### config.mk
export PLATFORM = sky130hd
export DESIGN_NAME = srr_ctrl
export DESIGN_NICKNAME = d
export VERILOG_FILES = /design/src/rtl/srr_pkg.sv /design/src/rtl/srr_ctrl.sv
export SDC_FILE = /design/constraint.sdc
export NUM_CORES = 1
export LEC_CHECK = 0
export BUFFER_PORTS_ARGS = -buffer_cell sky130_fd_sc_hd__buf_2
export CORE_MARGIN = 2
export CORE_UTILIZATION = 30
export DETAILED_ROUTE_END_ITERATION = 10
export PLACE_DENSITY = 0.57
export SLEW_MARGIN = 25
export SYNTH_ARGS = -nofsm -noshare
export SYNTH_HDL_FRONTEND = slang
export SYNTH_SLANG_ARGS = --single-unit
### constraint.sdc
create_clock -name clk -period 2.5 [get_ports clk]
set_input_delay 0.25 -clock clk [delete_from_list [all_inputs] [get_ports clk]]
set_output_delay 0.25 -clock clk [all_outputs]
set_load 0.03 [all_outputs]
### src/rtl/srr_pkg.sv
// package for the soft and user reset controller: constants, types and behaviour notes
// Notes on behaviour
// - a write with any command bit set starts a soft reset; bits combine freely
// - a soft reset ends on the third slow tick after its start (two to three slow periods), later while the pin is driven or low
// - selected internal resets assert as soon as the write is seen
// - soft-commanded internal resets release on the third slow tick, which ends the soft reset unless the pin is still driven or low
// - external command drives reset pin low for the length field; no user reset
// - cause field shows soft reset only when processor reset bit was set
// - in-progress flag sets at command detection and clears at soft reset end
// - while in-progress flag is set, control writes are ignored
// - user reset entered from idle when pin sampled low and user reset enable is 1
// - reset pin input is resynchronised on the slow clock before use
// - user reset asserts processor and peripheral resets at once
// - after pin rises, two-cycle resync then three-cycle startup end user reset
// - processor clock re-enabled once synchronised pin is confirmed high
// - cause field loaded with 0x4 when processor reset releases after user reset
package srr_pkg;
   localparam int CLK_PERIOD_NS = 10;
   localparam int SLOW_PERIOD_NS = 30518;
   localparam int SLOW_DIV_CYCLES = SLOW_PERIOD_NS / CLK_PERIOD_NS;
   localparam logic [1:0] SOFT_TICKS = 2'h3;
   localparam logic [1:0] STARTUP_TICKS = 2'h3;
   localparam logic [2:0] CAUSE_RESET = 3'h0;
   localparam logic [2:0] CAUSE_SOFT = 3'h3;
   localparam logic [2:0] CAUSE_USER = 3'h4;
   localparam int ERST_LEN_W = 4;

   // command bits of one control write
   typedef struct packed {
      logic external_pin_reset_cmd;
      logic peripheral_reset_cmd;
      logic processor_reset_cmd;
   } srr_cmd_t;

   typedef enum logic [3:0] {
      ST_IDLE = 4'b0001,
      ST_SOFT = 4'b0010,
      ST_USER_LOW = 4'b0100,
      ST_USER_WAIT = 4'b1000
   } srr_state_t;
endpackage

### src/rtl/srr_ctrl.sv
// soft and user reset sequencer with slow clock enable and pin resynchroniser
`timescale 1ns/1ns
module srr_ctrl
   import srr_pkg::*;
#(
   parameter int SLOW_DIV = SLOW_DIV_CYCLES
)
(
   input wire logic clk, // master clock
   input wire logic rst, // async reset, active high
   input wire logic ctrl_wr, // control register write strobe
   input wire srr_cmd_t ctrl_cmd, // command bits of that write
   input wire logic user_reset_enable, // mode bit: pin low starts user reset
   input wire logic [ERST_LEN_W-1:0] external_reset_length, // pin pulse length
   input wire logic nrst_pin_in, // reset pin level, asynchronous
   output logic nrst_pin_out, // reset pin drive value, always low
   output logic nrst_pin_oe, // high while pulling the pin low
   output logic proc_reset, // processor reset, active high
   output logic periph_reset, // peripheral reset, active high
   output logic proc_clk_en, // processor clock enable
   output logic soft_reset_in_progress, // soft reset busy flag
   output logic [2:0] reset_cause_field // last reset cause
);
   logic [15:0] div_reg, div_next;
   logic tick_reg, tick_next;
   logic pin_meta_reg, pin_sync_reg, pin_s1_reg, pin_s2_reg;
   srr_state_t state_reg, state_next;
   logic [1:0] cnt_reg, cnt_next;
   logic [ERST_LEN_W:0] ext_cnt_reg, ext_cnt_next;
   logic proc_reg, proc_next, periph_reg, periph_next, clk_en_reg, clk_en_next;
   logic busy_reg, busy_next, oe_reg, oe_next;
   logic [2:0] cause_reg, cause_next;

   // slow clock enable divider
   always_comb
   begin
      div_next = div_reg + 16'h0001;
      tick_next = 1'b0;
      if (div_reg == 16'(SLOW_DIV - 1))
      begin
         div_next = 16'h0000;
         tick_next = 1'b1;
      end
   end

   always_ff @(posedge clk or posedge rst)
   begin
      if (rst)
      begin
         div_reg <= 16'h0000;
         tick_reg <= 1'b0;
      end
      else
      begin
         div_reg <= div_next;
         tick_reg <= tick_next;
      end
   end

   // pin crosses into clk, then two slow-tick stages
   always_ff @(posedge clk or posedge rst)
   begin
      if (rst)
      begin
         pin_meta_reg <= 1'b1;
         pin_sync_reg <= 1'b1;
         pin_s1_reg <= 1'b1;
         pin_s2_reg <= 1'b1;
      end
      else
      begin
         pin_meta_reg <= nrst_pin_in;
         pin_sync_reg <= pin_meta_reg;
         if (tick_reg)
         begin
            pin_s1_reg <= pin_sync_reg;
            pin_s2_reg <= pin_s1_reg;
         end
      end
   end

   // sequencer next state
   always_comb
   begin
      state_next = state_reg;
      cnt_next = cnt_reg;
      ext_cnt_next = ext_cnt_reg;
      proc_next = proc_reg;
      periph_next = periph_reg;
      clk_en_next = clk_en_reg;
      busy_next = busy_reg;
      oe_next = oe_reg;
      cause_next = cause_reg;
      unique case (state_reg)
         ST_IDLE:
         begin
            if (user_reset_enable && !pin_s1_reg)
            begin
               state_next = ST_USER_LOW;
               proc_next = 1'b1;
               periph_next = 1'b1;
               clk_en_next = 1'b0;
            end
            else if (ctrl_wr && (ctrl_cmd != '0))
            begin
               state_next = ST_SOFT;
               cnt_next = 2'h0;
               ext_cnt_next = {1'b0, external_reset_length} + 5'h01;
               busy_next = 1'b1;
               proc_next = ctrl_cmd.processor_reset_cmd;
               periph_next = ctrl_cmd.peripheral_reset_cmd;
               oe_next = ctrl_cmd.external_pin_reset_cmd;
               if (ctrl_cmd.processor_reset_cmd)
               begin
                  cause_next = CAUSE_SOFT;
               end
            end
         end
         ST_SOFT:
         begin
            // writes are ignored and pin lows only delay the end here: our own pulse is not a user reset
            if (tick_reg)
            begin
               if (cnt_reg != SOFT_TICKS)
               begin
                  cnt_next = cnt_reg + 2'h1;
               end
               if (oe_reg)
               begin
                  ext_cnt_next = ext_cnt_reg - 5'h01;
                  if (ext_cnt_reg == 5'h01)
                  begin
                     oe_next = 1'b0;
                  end
               end
               if (cnt_reg == SOFT_TICKS - 2'h1)
               begin
                  proc_next = 1'b0;
                  periph_next = 1'b0;
               end
               if ((cnt_reg >= SOFT_TICKS - 2'h1) && !oe_next && pin_s1_reg && pin_s2_reg)
               begin
                  state_next = ST_IDLE;
                  busy_next = 1'b0;
               end
            end
         end
         ST_USER_LOW:
         begin
            // s2 takes a high level on this tick, so the pin has passed both stages high;
            // testing s2 here instead would let a stale high end the reset while pin is low
            if (tick_reg && pin_s1_reg)
            begin
               state_next = ST_USER_WAIT;
               clk_en_next = 1'b1;
               cnt_next = 2'h0;
            end
         end
         ST_USER_WAIT:
         begin
            if (tick_reg)
            begin
               cnt_next = cnt_reg + 2'h1;
               if (cnt_reg == STARTUP_TICKS - 2'h1)
               begin
                  state_next = ST_IDLE;
                  proc_next = 1'b0;
                  periph_next = 1'b0;
                  cause_next = CAUSE_USER;
               end
            end
         end
      endcase
   end

   always_ff @(posedge clk or posedge rst)
   begin
      if (rst)
      begin
         state_reg <= ST_IDLE;
         cnt_reg <= 2'h0;
         ext_cnt_reg <= '0;
         proc_reg <= 1'b0;
         periph_reg <= 1'b0;
         clk_en_reg <= 1'b1;
         busy_reg <= 1'b0;
         oe_reg <= 1'b0;
         cause_reg <= CAUSE_RESET;
      end
      else
      begin
         state_reg <= state_next;
         cnt_reg <= cnt_next;
         ext_cnt_reg <= ext_cnt_next;
         proc_reg <= proc_next;
         periph_reg <= periph_next;
         clk_en_reg <= clk_en_next;
         busy_reg <= busy_next;
         oe_reg <= oe_next;
         cause_reg <= cause_next;
      end
   end

   // outputs straight from flops; pin drive value is a constant low
   assign nrst_pin_out = 1'b0;
   assign nrst_pin_oe = oe_reg;
   assign proc_reset = proc_reg;
   assign periph_reset = periph_reg;
   assign proc_clk_en = clk_en_reg;
   assign soft_reset_in_progress = busy_reg;
   assign reset_cause_field = cause_reg;

   // helper: slow ticks seen while a soft reset is busy
   logic [3:0] soft_ticks_seen;
   always_ff @(posedge clk or posedge rst)
   begin
      if (rst)
      begin
         soft_ticks_seen <= 4'h0;
      end
      else
      begin
         // saturates so that a long pin pulse cannot wrap the count
         soft_ticks_seen <= busy_reg ?
            soft_ticks_seen + 4'(tick_reg && (soft_ticks_seen != 4'hf)) : 4'h0;
      end
   end
endmodule

# Yosys cells after proc, flatten, opt, wreduce, memory -nomap -nowiden
# Cells that the tools add are included.
totals:
  register_bits: 40
  latch_bits: 0
  ram_bits: 0
  mem_bits_ro: 0
  inputBits: 12
  out_inout_bits: 9
  word_cells: 116
  n_memories: 0
classes:
  addsub: 4
  multipliers: 0
  div: 0
  order_cmp: 1
  eq_ne: 22
  shift: 0
  muxes: 52
  bitwise: 0
  reduce_logical: 22
op_table:
  columns: ["operator", "count"]
  rows:
  - ["$mux 4", 7]
  - ["$ne 2x2->1 const B", 12]
  - ["$mux 1", 20]
  - ["$mux 5", 4]
  - ["$reduce_and 6->1", 3]
  - ["$add 16x1->16 const B", 1]
  - ["$eq 16x12->1 const B", 1]
  - ["$mux 16", 1]
  - ["$pmux 4 s4", 1]
  - ["$mux 3", 5]
  - ["$mux 2", 6]
  - ["$pmux 1 s2", 5]
  - ["$pmux 5 s2", 1]
  - ["$reduce_and 5->1", 2]
  - ["$pmux 2 s4", 1]
  - ["$reduce_and 4->1", 2]
  - ["$reduce_bool 2->1", 4]
  - ["$logic_and 1x1->1", 6]
  - ["$pmux 3 s2", 1]
  - ["$add 4x1->5 const B", 1]
  - ["$eq 5x1->1 const B", 1]
  - ["$sub 5x1->5 const B", 1]
  - ["$eq 4x1->1 const B", 1]
  - ["$eq 4x2->1 const B", 1]
  - ["11 further kinds", 13]

# Longest topological paths before layout
# Gate-level depths: netlist of the first run.
depth:
  depth_word: 12
  mapped_depth: 7

# Worst setup path before layout of the first run
# OpenSTA, ideal clock, no wires.
synth_timing:
  path_type: "register -> register"
  from: "register state_reg[0]"
  to: "register ext_cnt_reg[0]"
  setup_ns: 0.116
  arrival_time_ns: 1.846
  t_required_ns: 2.384
  setup_slack_ns: 0.538
  path_stages_with_launch: 8
  synth_period_minus_slack_ns: 1.962
  cell_sequence: "dfstp_2 buf_4 or4b_4 and4_4 or2_0 buf_4 a21oi_2 nor2_1"
synth_via:
  elab_chain_cells: 3
synth_lines:
  columns: ["item", "line_no", "rtl"]
  rows:
  - ["start, declared", "srr_ctrl.sv:27", "srr_state_t state_reg, state_next;"]
  - ["start signal, assigned", "srr_ctrl.sv:192", "state_reg <= state_next;"]
  - ["$eq 4x2->1 / $eq 4x1->1 (equally long branches)", "srr_ctrl.sv:94", "unique case (state_reg)"]
  - ["$ne 2x2->1 (no line) / $reduce_bool 2->1 (equally long branches)", null, null]
  - ["$reduce_and 5->1 (no line)", null, null]
  - ["end signal, assigned", "srr_ctrl.sv:194", "ext_cnt_reg <= ext_cnt_next;"]
  - ["end, declared", "srr_ctrl.sv:29", "logic [ERST_LEN_W:0] ext_cnt_reg, ext_cnt_next;"]
# Several ways; a longest one is shown, not always the timed one.
# A chain may end at the register's enable or synchronous reset.

# Worst setup path in the final report of the first run
layout_timing:
  from: "register state_reg[0]"
  to: "register ext_cnt_reg[4]"
# Same word-level chain as after synthesis.

==> metrics.sh, run 1 <==
CRITPATHREQUIREDTIME_PS=2660
CTS_ROOT_BUF='sky130_fd_sc_hd__clkbuf_8'
SEQ_POWER_SHARE=0.572
CP_MAX_FO=10
SYN-CELL-AREA_UM2=2101
CTS_SINKS=39
FF2FF_PATH_DEPTH=4
TIMING.CRITICAL_PATH.ARRIVAL_PS=2300
GRT_ANTENNA_BEFORE_REPAIR=0
SYNTH-EDFF-COUNT=0
IO_BUFFERS=19
NUM_VIAS=1561
SYNTH_CELLS=206
GRT_FIRST_PASS_WIRELENGTH_MM=7.286
SYNTH_LARGEST_AREA_CELL='sky130_fd_sc_hd__dfrtp_1'
YOSYSSEQAREASHARE=0.4681
TRITONCTS='yes'
P_LEAK_nW=1.049
GLOBALROUTETOTALUTIL=0.1229
DIE_W_UM=87.68
COMBINATIONAL_CELL_FRACTION_OF_TOTAL_POWER=0.051
HTREE_LEVELS=2
DRT-WIRELENGTH-PER-CELL_UM=13.08
SWITCHING_SHARE=0.2426
STARTPOINT_TYPE='flop'
STATUS='finished clean'
LAYOUT-DRIVE-GT1-SHARE=0.2140
SYNTHTOPCELLSBYCOUNT='33 x sky130_fd_sc_hd__dfrtp_1, 17 x sky130_fd_sc_hd__nor2_1, 15 x sky130_fd_sc_hd__a21oi_1'
DRT_FIRST_ITER_VIOLATIONS=55
POWER.CLOCK.FRACTION=0.376
YOSYS.CELL_TYPES.COUNT=53
FINALSETUPVIOLCOUNT=0
ASYNC_RESET_FF_FRAC=1.000
INTERNAL_POWER_W=0.0008532
SLEW_VIOL_FINAL=0
TNS_PS=0
DRV_CAP=0
VIA_COUNT_OF_THE_FIRST_GLOBAL_ROUTING_PASS=1504
SYNTH_SEQ_CELLS=39
DRC=0
MIN_PERIOD_OVER_PERIOD=0.8543
WORST_SETUP_PATH_END_KIND='flop'
YOSYS.CELL_COUNT.TOP_TYPE='sky130_fd_sc_hd__dfrtp_1'
INSERTEDDIODECOUNT=0
VDD_IR_DROP_MAX_mV=0.3000
WORST_SETUP_HOLD_PATH_CLK_SLEW_PS=80
TIMING.HOLD.WORST.START='nrst_pin_in'
MAXIMUM_NUMBER_OF_PINS_ON_ONE_NET_BEFORE_GLOBAL_ROUTE_REPAIR=40
REGTOREGSTARTPOINT='state_reg[0]$_DFFE_PP1P_'
CLK_LAT_WORST_SKEW_PS=300
P_PER_AREA_nW_PER_UM2=472.6
YS_WARN_COUNT=0
MAX_FCLK_MHz=468.2
SWITCHINGPOWER_W=0.0002733
START_UTIL=0.3092
FINAL.MIN_CLOCK_PERIOD_PS=2136
CTS_BUFFERS=5
PLACEMENT_ROWS=30
ROUTE.DETAILED.VIAS_PER_INST=4.803
MIN_DELAY_WORST_ENDPOINT='pin_meta_reg$_DFF_PP1_'
SYN_AVG_CELL_AREA_UM2=10.20
DIE_AREA_UM2=7688
TIMING.MAX_SLEW.REL_SLACK=0.6015
CRITPATHKIND='flop to flop'
SYNTHDOMINANTCELLAREASHARE=0.3931
GPL.FINAL_WEIGHTED_CONGESTION=0.8488
ANTENNA_VIOLATING_NETS_POST_ROUTE=0
HOLDCRITPATHCLASS='input pin to flop'
POSTROUTEWIRELENGTH_MM=4.250
YOSYS-TOP-CELLS-AREA='sky130_fd_sc_hd__dfrtp_1 39%, sky130_fd_sc_hd__dfstp_2 7.5%, sky130_fd_sc_hd__ha_1 4.2%'
PLACE.DETAILED.HPWL_MM=2.991
FLIP_FLOP_COUNT_OF_THE_LARGEST_REGISTER_ALL_COPIES_AND_WORDS_ADDED=16
POST-ROUTE-UTIL=0.3508
GRT_SETUP_UNREPAIRED='false'
FIN_TOTAL_PWR_W=0.001126
R2R_SLACK_PS=360
TIMING.FINAL.HOLD_VIOLATIONS=0
CORE_AREA_UM2=6794
CRITICAL_PATH.REG2REG.ENDPOINT='ext_cnt_reg[4]$_DFFE_PP0P_'
CLOCK-SKEW-FINAL_PS=7.541
POST_CTS_RESIZE_COUNT=0
YS.FLOP_TYPE='sky130_fd_sc_hd__dfrtp_1'
WORSTHOLDPATHCELLS=1
SYN_TO_FINAL_GROWTH_PCT=13.46
MAX-CLOCK-PATH-BUFFERS=2
FINAL_NETS=247
GLOBALROUTE.TOTALOVERFLOW=0
FIRST_PASS_ITERS=4
POST-CTS-SETUP-BUFFERS=0
MAPPEDNETLISTNETS=225
WHS_PS=50.63
IOS=21
WORSTMARGINPINSLEW_PS=596.6
CTS_HOLD_BUF=0
DIE_H_UM=87.68
final cells by class:
type,count,area (µm²)
Clock inverter,2,12.51
Timing Repair Buffer,25,140.1
Clock buffer,6,72.57
Inverter,8,30.03
Fill cell,680,4410
Sequential cell,39,983.4
Multi-Input combinational cell,149,1025
Tap cell,96,120.1
metal layers:
metal  track usage  vias up  part of all wire
li1              -      784                 -
met1        0.1633      734              0.48
met2        0.1894       33              0.45
met3       0.03487       10             0.048
met4       0.04895        0             0.017
met5             0        -                 0
critical path: stages (launching register included):
cell and delay (ps):
sky130_fd_sc_hd__dfstp_2 630, sky130_fd_sc_hd__or4b_4 530, sky130_fd_sc_hd__nor3_4 340, sky130_fd_sc_hd__or2_0 370
sky130_fd_sc_hd__a21oi_1 120
worst max-delay path by stage:
stage | from | end | slack [ps] | cells past startpoint
floorplan | state_reg[0]$_DFFE_PP1P_ | ext_cnt_reg[0]$_DFFE_PP0P_ | 540 | 7
global placement | state_reg[0]$_DFFE_PP1P_ | ext_cnt_reg[0]$_DFFE_PP0P_ | 440 | 5
detailed placement | state_reg[0]$_DFFE_PP1P_ | ext_cnt_reg[4]$_DFFE_PP0P_ | 380 | 4
CTS | state_reg[0]$_DFFE_PP1P_ | ext_cnt_reg[4]$_DFFE_PP0P_ | 370 | 4
global route | state_reg[0]$_DFFE_PP1P_ | ext_cnt_reg[0]$_DFFE_PP0P_ | 220 | 5
finish | state_reg[0]$_DFFE_PP1P_ | ext_cnt_reg[4]$_DFFE_PP0P_ | 360 | 4
cells in the final DEF, fill, tap and decap left out, drive strengths merged, types with 2 or more instances in the layout:
cell    netlist  layout
nand4         4       4
mux2          3       3
xnor2         9       9
a211oi        3       3
or3           2       2
ha            7       7
nor4b         5       5
nand3        12      12
or4b          3       3
nand2        14      14
dfstp         6       6
inv           8       8
a21oi        16      16
o31ai         4       4
dfrtp        33      33
buf           7      25
xor2          8       8
nor2         17      17
a21o          2       2
nand2b        3       3
a31oi         2       2
nor3          7       7
o21ai         7       7
and4          3       3
clkbuf        3       6
power by group through the flow:
stage	sequential (W)	clock [W]	combinational, W
after floorplan	0.000657	0	0.0000351
after global placement	0.000657	0	0.0000587
after detailed placement	0.000657	0	0.0000589
after CTS	0.000645	0.000442	0.0000591
after global routing	0.000646	0.000469	0.0000672
final	0.000645	0.000424	0.0000575
kinds of logic (layout without fill, tap and decap cells):
group	count (synthesis)	in the layout	synth area share
XOR/XNOR	17	17	0.07088
AO/OA/AOI/OAI	44	44	0.1400
flip-flops	39	39	0.4681
buffers and inverters	18	41	0.04407
adder cells (fa/ha/maj)	7	7	0.04169
multiplexers	4	4	0.02263
AND/OR/NAND/NOR	76	76	0.2108
other	1	1	0.001785
metrics by stage:
stage               area (µm²)  cells  setup slack, ps
floorplan                 2101    206            538.0
global placement          2298    317            443.4
detailed placement        2298    317            382.8
CTS                       2384    325            372.2
global route              2384    325            221.8
finish                    2384    325            364.2
(Power assumes the default switching activity.)
==> run 2: changes to the inputs <==
--- a/config.mk
+++ b/config.mk
@@ -10,6 +10,7 @@
 export CORE_UTILIZATION = 30
 export DETAILED_ROUTE_END_ITERATION = 10
 export PLACE_DENSITY = 0.57
+export REMOVE_ABC_BUFFERS = 1
 export SLEW_MARGIN = 25
 export SYNTH_ARGS = -nofsm -noshare
 export SYNTH_HDL_FRONTEND = slang
==> run 2 against run 1 <==
Net effect: critical path type unchanged; critical endpoint is now ext_cnt_reg[0]$_DFFE_PP0P_; critical path depth increased by 1; routed wire length is essentially flat; highest routed layer unchanged; die area stayed put; via count increased by 2.6%.
==> metrics.sh, run 2 (same netlist as run 1, synthesis figures left out) <==
DRC=0  # unchanged
FIRST_PASS_ITERS=4  # unchanged
TNS_PS=0  # unchanged
CRITPATHLAUNCH='state_reg[0]$_DFFE_PP1P_'
MAXIMUM_NUMBER_OF_PINS_ON_ONE_NET_BEFORE_GLOBAL_ROUTE_REPAIR=40  # unchanged
GRT_FIRST_PASS_WIRELENGTH_MM=7.596  # +4.3%
IO_BUFFERS=19  # unchanged
GRT_ANTENNA_BEFORE_REPAIR=0  # unchanged
DIE_W_UM=87.68  # unchanged
DIE_H_UM=87.68  # unchanged
WORSTMARGINPINSLEW_PS=557.8  # -38.78 ps
POST_PLACE_SETUP_SLACK_PS=401.4  # +18.65 ps
FF2FF_PATH_DEPTH=5  # +1
FINAL_NETS=247  # unchanged
START_UTIL=0.3092  # unchanged
FIN_TOTAL_PWR_W=0.001224  # +8.6%
INSERTEDDIODECOUNT=0  # unchanged
STATUS='finished clean'
HTREE_LEVELS=2  # unchanged
MAX_FCLK_MHz=469.2  # +0.22%
CTS_BUFFERS=5  # unchanged
CRITPATHREQUIREDTIME_PS=2720  # +60 ps
P_PER_AREA_nW_PER_UM2=508.1  # +7.5%
POST-CTS-SETUP-BUFFERS=0  # unchanged
SETUP_WS_PS=368.8  # +4.617 ps
FINALSETUPVIOLCOUNT=0  # unchanged
FINAL_CELL_MIX='33 x sky130_fd_sc_hd__dfrtp_1, 19 x sky130_fd_sc_hd__buf_2, 17 x sky130_fd_sc_hd__nor2_1, 15 x sky130_fd_sc_hd__a21oi_1, 14 x sky130_fd_sc_hd__nand2_1'
CRITICAL_PATH_SINK='ext_cnt_reg[0]$_DFFE_PP0P_'
CRITPATHKIND='flop to flop'
TRITONCTS='yes'
PLACE.DETAILED.HPWL_MM=3.063  # +2.4%
POST-ROUTE-UTIL=0.3545  # +0.003683
LAYOUT-DRIVE-GT1-SHARE=0.2140  # unchanged
ANTENNA_VIOLATING_NETS_POST_ROUTE=0  # unchanged
GLOBALROUTETOTALUTIL=0.1236  # +0.0007117
CTS_HOLD_BUF=0  # unchanged
TIMING.FINAL.HOLD_VIOLATIONS=0  # unchanged
CRITICAL_PATH.REG2REG.ENDPOINT='ext_cnt_reg[0]$_DFFE_PP0P_'
FLIP_FLOP_COUNT_OF_THE_LARGEST_REGISTER_ALL_COPIES_AND_WORDS_ADDED=16  # unchanged
LAYOUT_COMMONEST_CELL='sky130_fd_sc_hd__dfrtp_1'
STARTPOINT_TYPE='flop'
GPL.FINAL_WEIGHTED_CONGESTION=0.8383  # -1.2%
MIN_PERIOD_OVER_PERIOD=0.8525  # -0.001847
WHS_PS=57.32  # +6.692 ps
CTS_SINKS=39  # unchanged
CP_MAX_FO=10  # unchanged
GLOBALROUTE.TOTALOVERFLOW=0  # unchanged
NUM_VIAS=1601  # +2.6%
P_LEAK_nW=1.060  # +0.97%
ROUTE.DETAILED.VIAS_PER_INST=4.926  # +2.6%
GR-USAGE-MET2=0.1970  # +0.007576
CTS_ROOT_BUF='sky130_fd_sc_hd__clkbuf_8'
TIMING.HOLD.WORST.START='nrst_pin_in'
FINAL.MIN_CLOCK_PERIOD_PS=2131  # -4.617 ps
TIMING.CRITICAL_PATH.ARRIVAL_PS=2350  # +50 ps
GLOBAL_ROUTE.USAGE.MET1=0.1662  # +0.002838
WORST_SETUP_PATH_END_KIND='flop'
POSTROUTEWIRELENGTH_MM=4.246  # about the same
CORE_AREA_UM2=6794  # unchanged
PLACEMENT_ROWS=30  # unchanged
HOLDCRITPATHCLASS='input pin to flop'
MAX-CLOCK-PATH-BUFFERS=2  # unchanged
GRT_SETUP_UNREPAIRED='false'
DRV_CAP=0  # unchanged
VIA_COUNT_OF_THE_FIRST_GLOBAL_ROUTING_PASS=1675  # +11%
CLOCK-SKEW-FINAL_PS=7.657  # +0.1161 ps
CLK_LAT_WORST_SKEW_PS=290  # about the same
TIMING.MAX_SLEW.REL_SLACK=0.6253  # +0.02381
REGTOREGSTARTPOINT='state_reg[0]$_DFFE_PP1P_'
POST_CTS_RESIZE_COUNT=0  # unchanged
IOS=21  # unchanged
SLEW_VIOL_FINAL=0  # unchanged
WORST_SETUP_HOLD_PATH_CLK_SLEW_PS=80  # about the same
DIE_AREA_UM2=7688  # unchanged
SYN_TO_FINAL_GROWTH_PCT=14.65
DRT_FIRST_ITER_VIOLATIONS=39  # -29%
BUSIEST_LAYER='met2'
VDD_IR_DROP_MAX_mV=0.2960  # -1.3%
USE_MET3=0.03110  # -0.003770
R2R_SLACK_PS=370  # about the same
DRT-WIRELENGTH-PER-CELL_UM=13.06  # about the same
## run 2: changes by cell type in the layout (fill, tap and decap cells not counted), sizes merged
cell	before	now
bufinv	0	1
clkinv	1	0
## run 2: area by class of cell
type	count	area (µm²)
fill	696	4385
multi-input combinational	149	1025
sequential	39	983.4
timing repair buffer	25	140.1
tap	96	120.1
clock buffer	6	72.57
clock inverter	2	37.54
inverter	8	30.03
## run 2: worst min-delay path by stage
stage / endpoint / slack, ps / depth (start not counted)
after floorplan: pin_meta_reg$_DFF_PP1_ / 250 / 0
after CTS: pin_meta_reg$_DFF_PP1_ / 50 / 1
final: pin_meta_reg$_DFF_PP1_ / 60 / 1
after detailed placement: pin_sync_reg$_DFF_PP1_ / 350 / 0
after global placement: pin_sync_reg$_DFF_PP1_ / 350 / 0
after global routing: pin_meta_reg$_DFF_PP1_ / 40 / 1
## run 2: where the power goes
group	switching, W	internal, W	total [W]
Clock	0.000223	0.000298	0.000521
Sequential	0.00000606	0.000639	0.000645
Combinational	0.0000384	0.0000194	0.0000579
## run 2: through the flow
stage / std cells / instance area (µm²)
floorplan: 196 / 2038
CTS: 325 / 2409
detailed placement: 317 / 2298
finish: 325 / 2409
global placement: 317 / 2298
global route: 325 / 2409
## run 2: layer usage
metal / vias to the layer above / wire length (µm)
li1: 786 / -
met1: 784 / 2070
met2: 24 / 1982
met3: 7 / 137
met4: 0 / 55
met5: - / 0
## run 2: worst max-delay path, cell delays in order, from the launching register on
cell                      delay [ps]
sky130_fd_sc_hd__dfstp_2         640
sky130_fd_sc_hd__or4b_4          530
sky130_fd_sc_hd__nor3_4          330
sky130_fd_sc_hd__or2_0           370
sky130_fd_sc_hd__a21oi_2         100
sky130_fd_sc_hd__nor2_1           90
==> run 3: changes to the inputs <==
--- a/config.mk
+++ b/config.mk
@@ -10,7 +10,6 @@
 export CORE_UTILIZATION = 30
 export DETAILED_ROUTE_END_ITERATION = 10
 export PLACE_DENSITY = 0.57
-export REMOVE_ABC_BUFFERS = 1
 export SLEW_MARGIN = 25
 export SYNTH_ARGS = -nofsm -noshare
 export SYNTH_HDL_FRONTEND = slang
==> constraint.sdc (replaced) <==
create_clock -name clk -period 2.4 [get_ports clk]
set_input_delay 0.24 -clock clk [delete_from_list [all_inputs] [get_ports clk]]
set_output_delay 0.24 -clock clk [all_outputs]
set_load 0.03 [all_outputs]
==> run 3 against run 2 <==
Net effect: die area is the same; critical path depth stayed put; combinational power rose by 3%; sequential power rose by 4.2%; setup slack worse by 110 ps; first-iteration DRC count grew 56%; register-to-register slack lost 110 ps; power decreased by 4.0%; clock power fell by 15%; fmax down 0.61%; critical path type unchanged.
==> metrics.sh, run 3 (same netlist as run 1, synthesis figures left out) <==
START_UTIL=0.3092  # unchanged
MAXIMUM_NUMBER_OF_PINS_ON_ONE_NET_BEFORE_GLOBAL_ROUTE_REPAIR=40  # unchanged
DRT-WIRELENGTH-PER-CELL_UM=13.05  # about the same
PLACE.DETAILED.HPWL_MM=3.010  # -1.7%
DRT_FIRST_ITER_VIOLATIONS=61  # +56%
STARTPOINT_TYPE='flop'
ANTENNA_VIOLATING_NETS_POST_ROUTE=0  # unchanged
TRITONCTS='yes'
LAYOUT-DRIVE-GT1-SHARE=0.2140  # unchanged
MIN_PERIOD_OVER_PERIOD=0.8935  # +0.04099
FINALSETUPVIOLCOUNT=0  # unchanged
DIE_H_UM=87.68  # unchanged
DRV_CAP=0  # unchanged
VIA_COUNT_OF_THE_FIRST_GLOBAL_ROUTING_PASS=1488  # -11%
CTS_BUFFERS=5  # unchanged
GLOBALROUTETOTALUTIL=0.1234  # -0.0002940
MAX_FCLK_MHz=466.3  # -0.61%
CORE_AREA_UM2=6794  # unchanged
MULTI_INPUT_COMB_AREA_UM2=1025  # unchanged
TIMING.MAX_SLEW.REL_SLACK=0.6076  # -0.01768
P_PER_AREA_nW_PER_UM2=493.0  # -3.0%
POST-CTS-SETUP-BUFFERS=0  # unchanged
PLACEMENT_ROWS=30  # unchanged
FLIP_FLOP_COUNT_OF_THE_LARGEST_REGISTER_ALL_COPIES_AND_WORDS_ADDED=16  # unchanged
GPL.FINAL_WEIGHTED_CONGESTION=0.8487  # +1.2%
FINAL_NETS=247  # unchanged
IOS=21  # unchanged
WORST_SETUP_PATH_END_KIND='flop'
LAYOUT_COMMONEST_CELL='sky130_fd_sc_hd__dfrtp_1'
GRT_FIRST_PASS_WIRELENGTH_MM=7.362  # -3.1%
WORST_SETUP_HOLD_PATH_CLK_SLEW_PS=80  # about the same
N_FILL_CELL=673  # -3.3%
STATUS='finished clean'
POSTROUTEWIRELENGTH_MM=4.242  # about the same
TNS_PS=0  # unchanged
R2R_SLACK_PS=260  # -110 ps
SEQUENTIAL_CELL_AREA_UM2=983.4  # unchanged
USE_MET3=0.03676  # +0.005655
FF2FF_PATH_DEPTH=5  # unchanged
CTS_ROOT_BUF='sky130_fd_sc_hd__clkbuf_8'
TIMING.CRITICAL_PATH.ARRIVAL_PS=2370  # +20 ps
CP_MAX_FO=10  # unchanged
IO_BUFFERS=19  # unchanged
DRC=0  # unchanged
TIMING.HOLD.WORST.START='nrst_pin_in'
GLOBALROUTE.TOTALOVERFLOW=0  # unchanged
FINAL_CELL_MIX='33 x sky130_fd_sc_hd__dfrtp_1, 19 x sky130_fd_sc_hd__buf_2, 17 x sky130_fd_sc_hd__nor2_1, 15 x sky130_fd_sc_hd__a21oi_1, 14 x sky130_fd_sc_hd__nand2_1'
CTS_HOLD_BUF=0  # unchanged
SETUP_WS_PS=255.6  # -113.1 ps
CRITPATHREQUIREDTIME_PS=2630  # -90 ps
HOLDCRITPATHCLASS='input pin to flop'
CRITICAL_PATH.REG2REG.ENDPOINT='ext_cnt_reg[0]$_DFFE_PP0P_'
SYN_TO_FINAL_GROWTH_PCT=13.46
FINAL.MIN_CLOCK_PERIOD_PS=2144  # +13.14 ps
CTS_SINKS=39  # unchanged
MAX-CLOCK-PATH-BUFFERS=2  # unchanged
REGTOREGSTARTPOINT='state_reg[0]$_DFFE_PP1P_'
CRITPATHKIND='flop to flop'
ROUTE.DETAILED.VIAS_PER_INST=4.797  # -2.6%
P_LEAK_nW=1.049  # -0.97%
GRT_ANTENNA_BEFORE_REPAIR=0  # unchanged
CLK_LAT_WORST_SKEW_PS=300  # about the same
VDD_IR_DROP_MAX_mV=0.1942  # -34%
HTREE_LEVELS=2  # unchanged
TIMING.FINAL.HOLD_VIOLATIONS=0  # unchanged
WORSTHOLDPATHCELLS=1  # unchanged
FIRST_PASS_ITERS=4  # unchanged
NUM_VIAS=1559  # -2.6%
DIE_AREA_UM2=7688  # unchanged
WORSTMARGINPINSLEW_PS=587.4  # +29.61 ps
BUSIEST_LAYER='met2'
MIN_DELAY_WORST_ENDPOINT='pin_meta_reg$_DFF_PP1_'
GRT_SETUP_UNREPAIRED='false'
GR-USAGE-MET2=0.1846  # -0.01240
DIE_W_UM=87.68  # unchanged
GLOBAL_ROUTE.USAGE.MET1=0.1740  # +0.007840
POST_CTS_RESIZE_COUNT=0  # unchanged
POST_PLACE_SETUP_SLACK_PS=283.8  # -117.6 ps
INSERTEDDIODECOUNT=0  # unchanged
CLOCK-SKEW-FINAL_PS=5.610  # -2.047 ps
SLEW_VIOL_FINAL=0  # unchanged
[run 3: cell types whose count changed in the layout (fill, tap and decap cells not counted)]
cell / change
sky130_fd_sc_hd__bufinv_16: -1
sky130_fd_sc_hd__clkinv_2: +1
[run 3: cell type report]
class | count | share of cell area
Sequential cell | 39 | 0.4126
Inverter | 8 | 0.01260
Timing Repair Buffer | 25 | 0.05879
Multi-Input combinational cell | 149 | 0.4299
Clock buffer | 6 | 0.03045
Tap cell | 96 | 0.05039
Clock inverter | 2 | 0.005249
[run 3: stage by stage]
stage	hold WS, ps	utilization	total power [W]	instance area (µm²)	cells
global placement	348.1	0.3383	0.0007457	2298	317
floorplan	244.5	-	0.0007208	2101	206
finish	40.82	0.3508	0.001175	2384	325
CTS	25.29	0.3508	0.001195	2384	325
global route	15.50	0.3508	0.001232	2384	325
detailed placement	347.9	0.3383	0.0007454	2298	317
[run 3: worst max path at each step]
stage / endpoint / depth (start not counted) / from / slack, ps
6_report: ext_cnt_reg[0]$_DFFE_PP0P_ / 5 / state_reg[0]$_DFFE_PP1P_ / 260
5_1_grt: ext_cnt_reg[0]$_DFFE_PP0P_ / 5 / state_reg[0]$_DFFE_PP1P_ / 140
4_1_cts: ext_cnt_reg[0]$_DFFE_PP0P_ / 5 / state_reg[0]$_DFFE_PP1P_ / 250
3_5_place_dp: ext_cnt_reg[1]$_DFFE_PP0P_ / 5 / state_reg[0]$_DFFE_PP1P_ / 280
3_3_place_gp: ext_cnt_reg[0]$_DFFE_PP0P_ / 5 / state_reg[0]$_DFFE_PP1P_ / 340
2_1_floorplan: ext_cnt_reg[0]$_DFFE_PP0P_ / 7 / state_reg[0]$_DFFE_PP1P_ / 440
[run 3: worst max-delay path, stage by stage (launching register included)]
cell,delay [ps]
sky130_fd_sc_hd__dfstp_2,640
sky130_fd_sc_hd__or4b_4,530
sky130_fd_sc_hd__nor3_4,340
sky130_fd_sc_hd__or2_0,370
sky130_fd_sc_hd__a21oi_2,90
sky130_fd_sc_hd__nor2_1,90
[run 3: layer usage]
| metal | part of all wire | vias up |
|---|---|---|
| li1 | - | 787 |
| met1 | 0.51 | 743 |
| met2 | 0.44 | 23 |
| met3 | 0.037 | 6 |
| met4 | 0.012 | 0 |
| met5 | 0 | - |
[run 3: power breakdown]
| group | switching [W] | leakage (nW) | internal (W) |
|---|---|---|---|
| registers | 0.00000625 | 0.485 | 0.000665 |
| logic | 0.0000396 | 0.523 | 0.0000201 |
| clock network | 0.000240 | 0.0412 | 0.000203 |
| total | 0.000286 | 1.05 | 0.000889 |
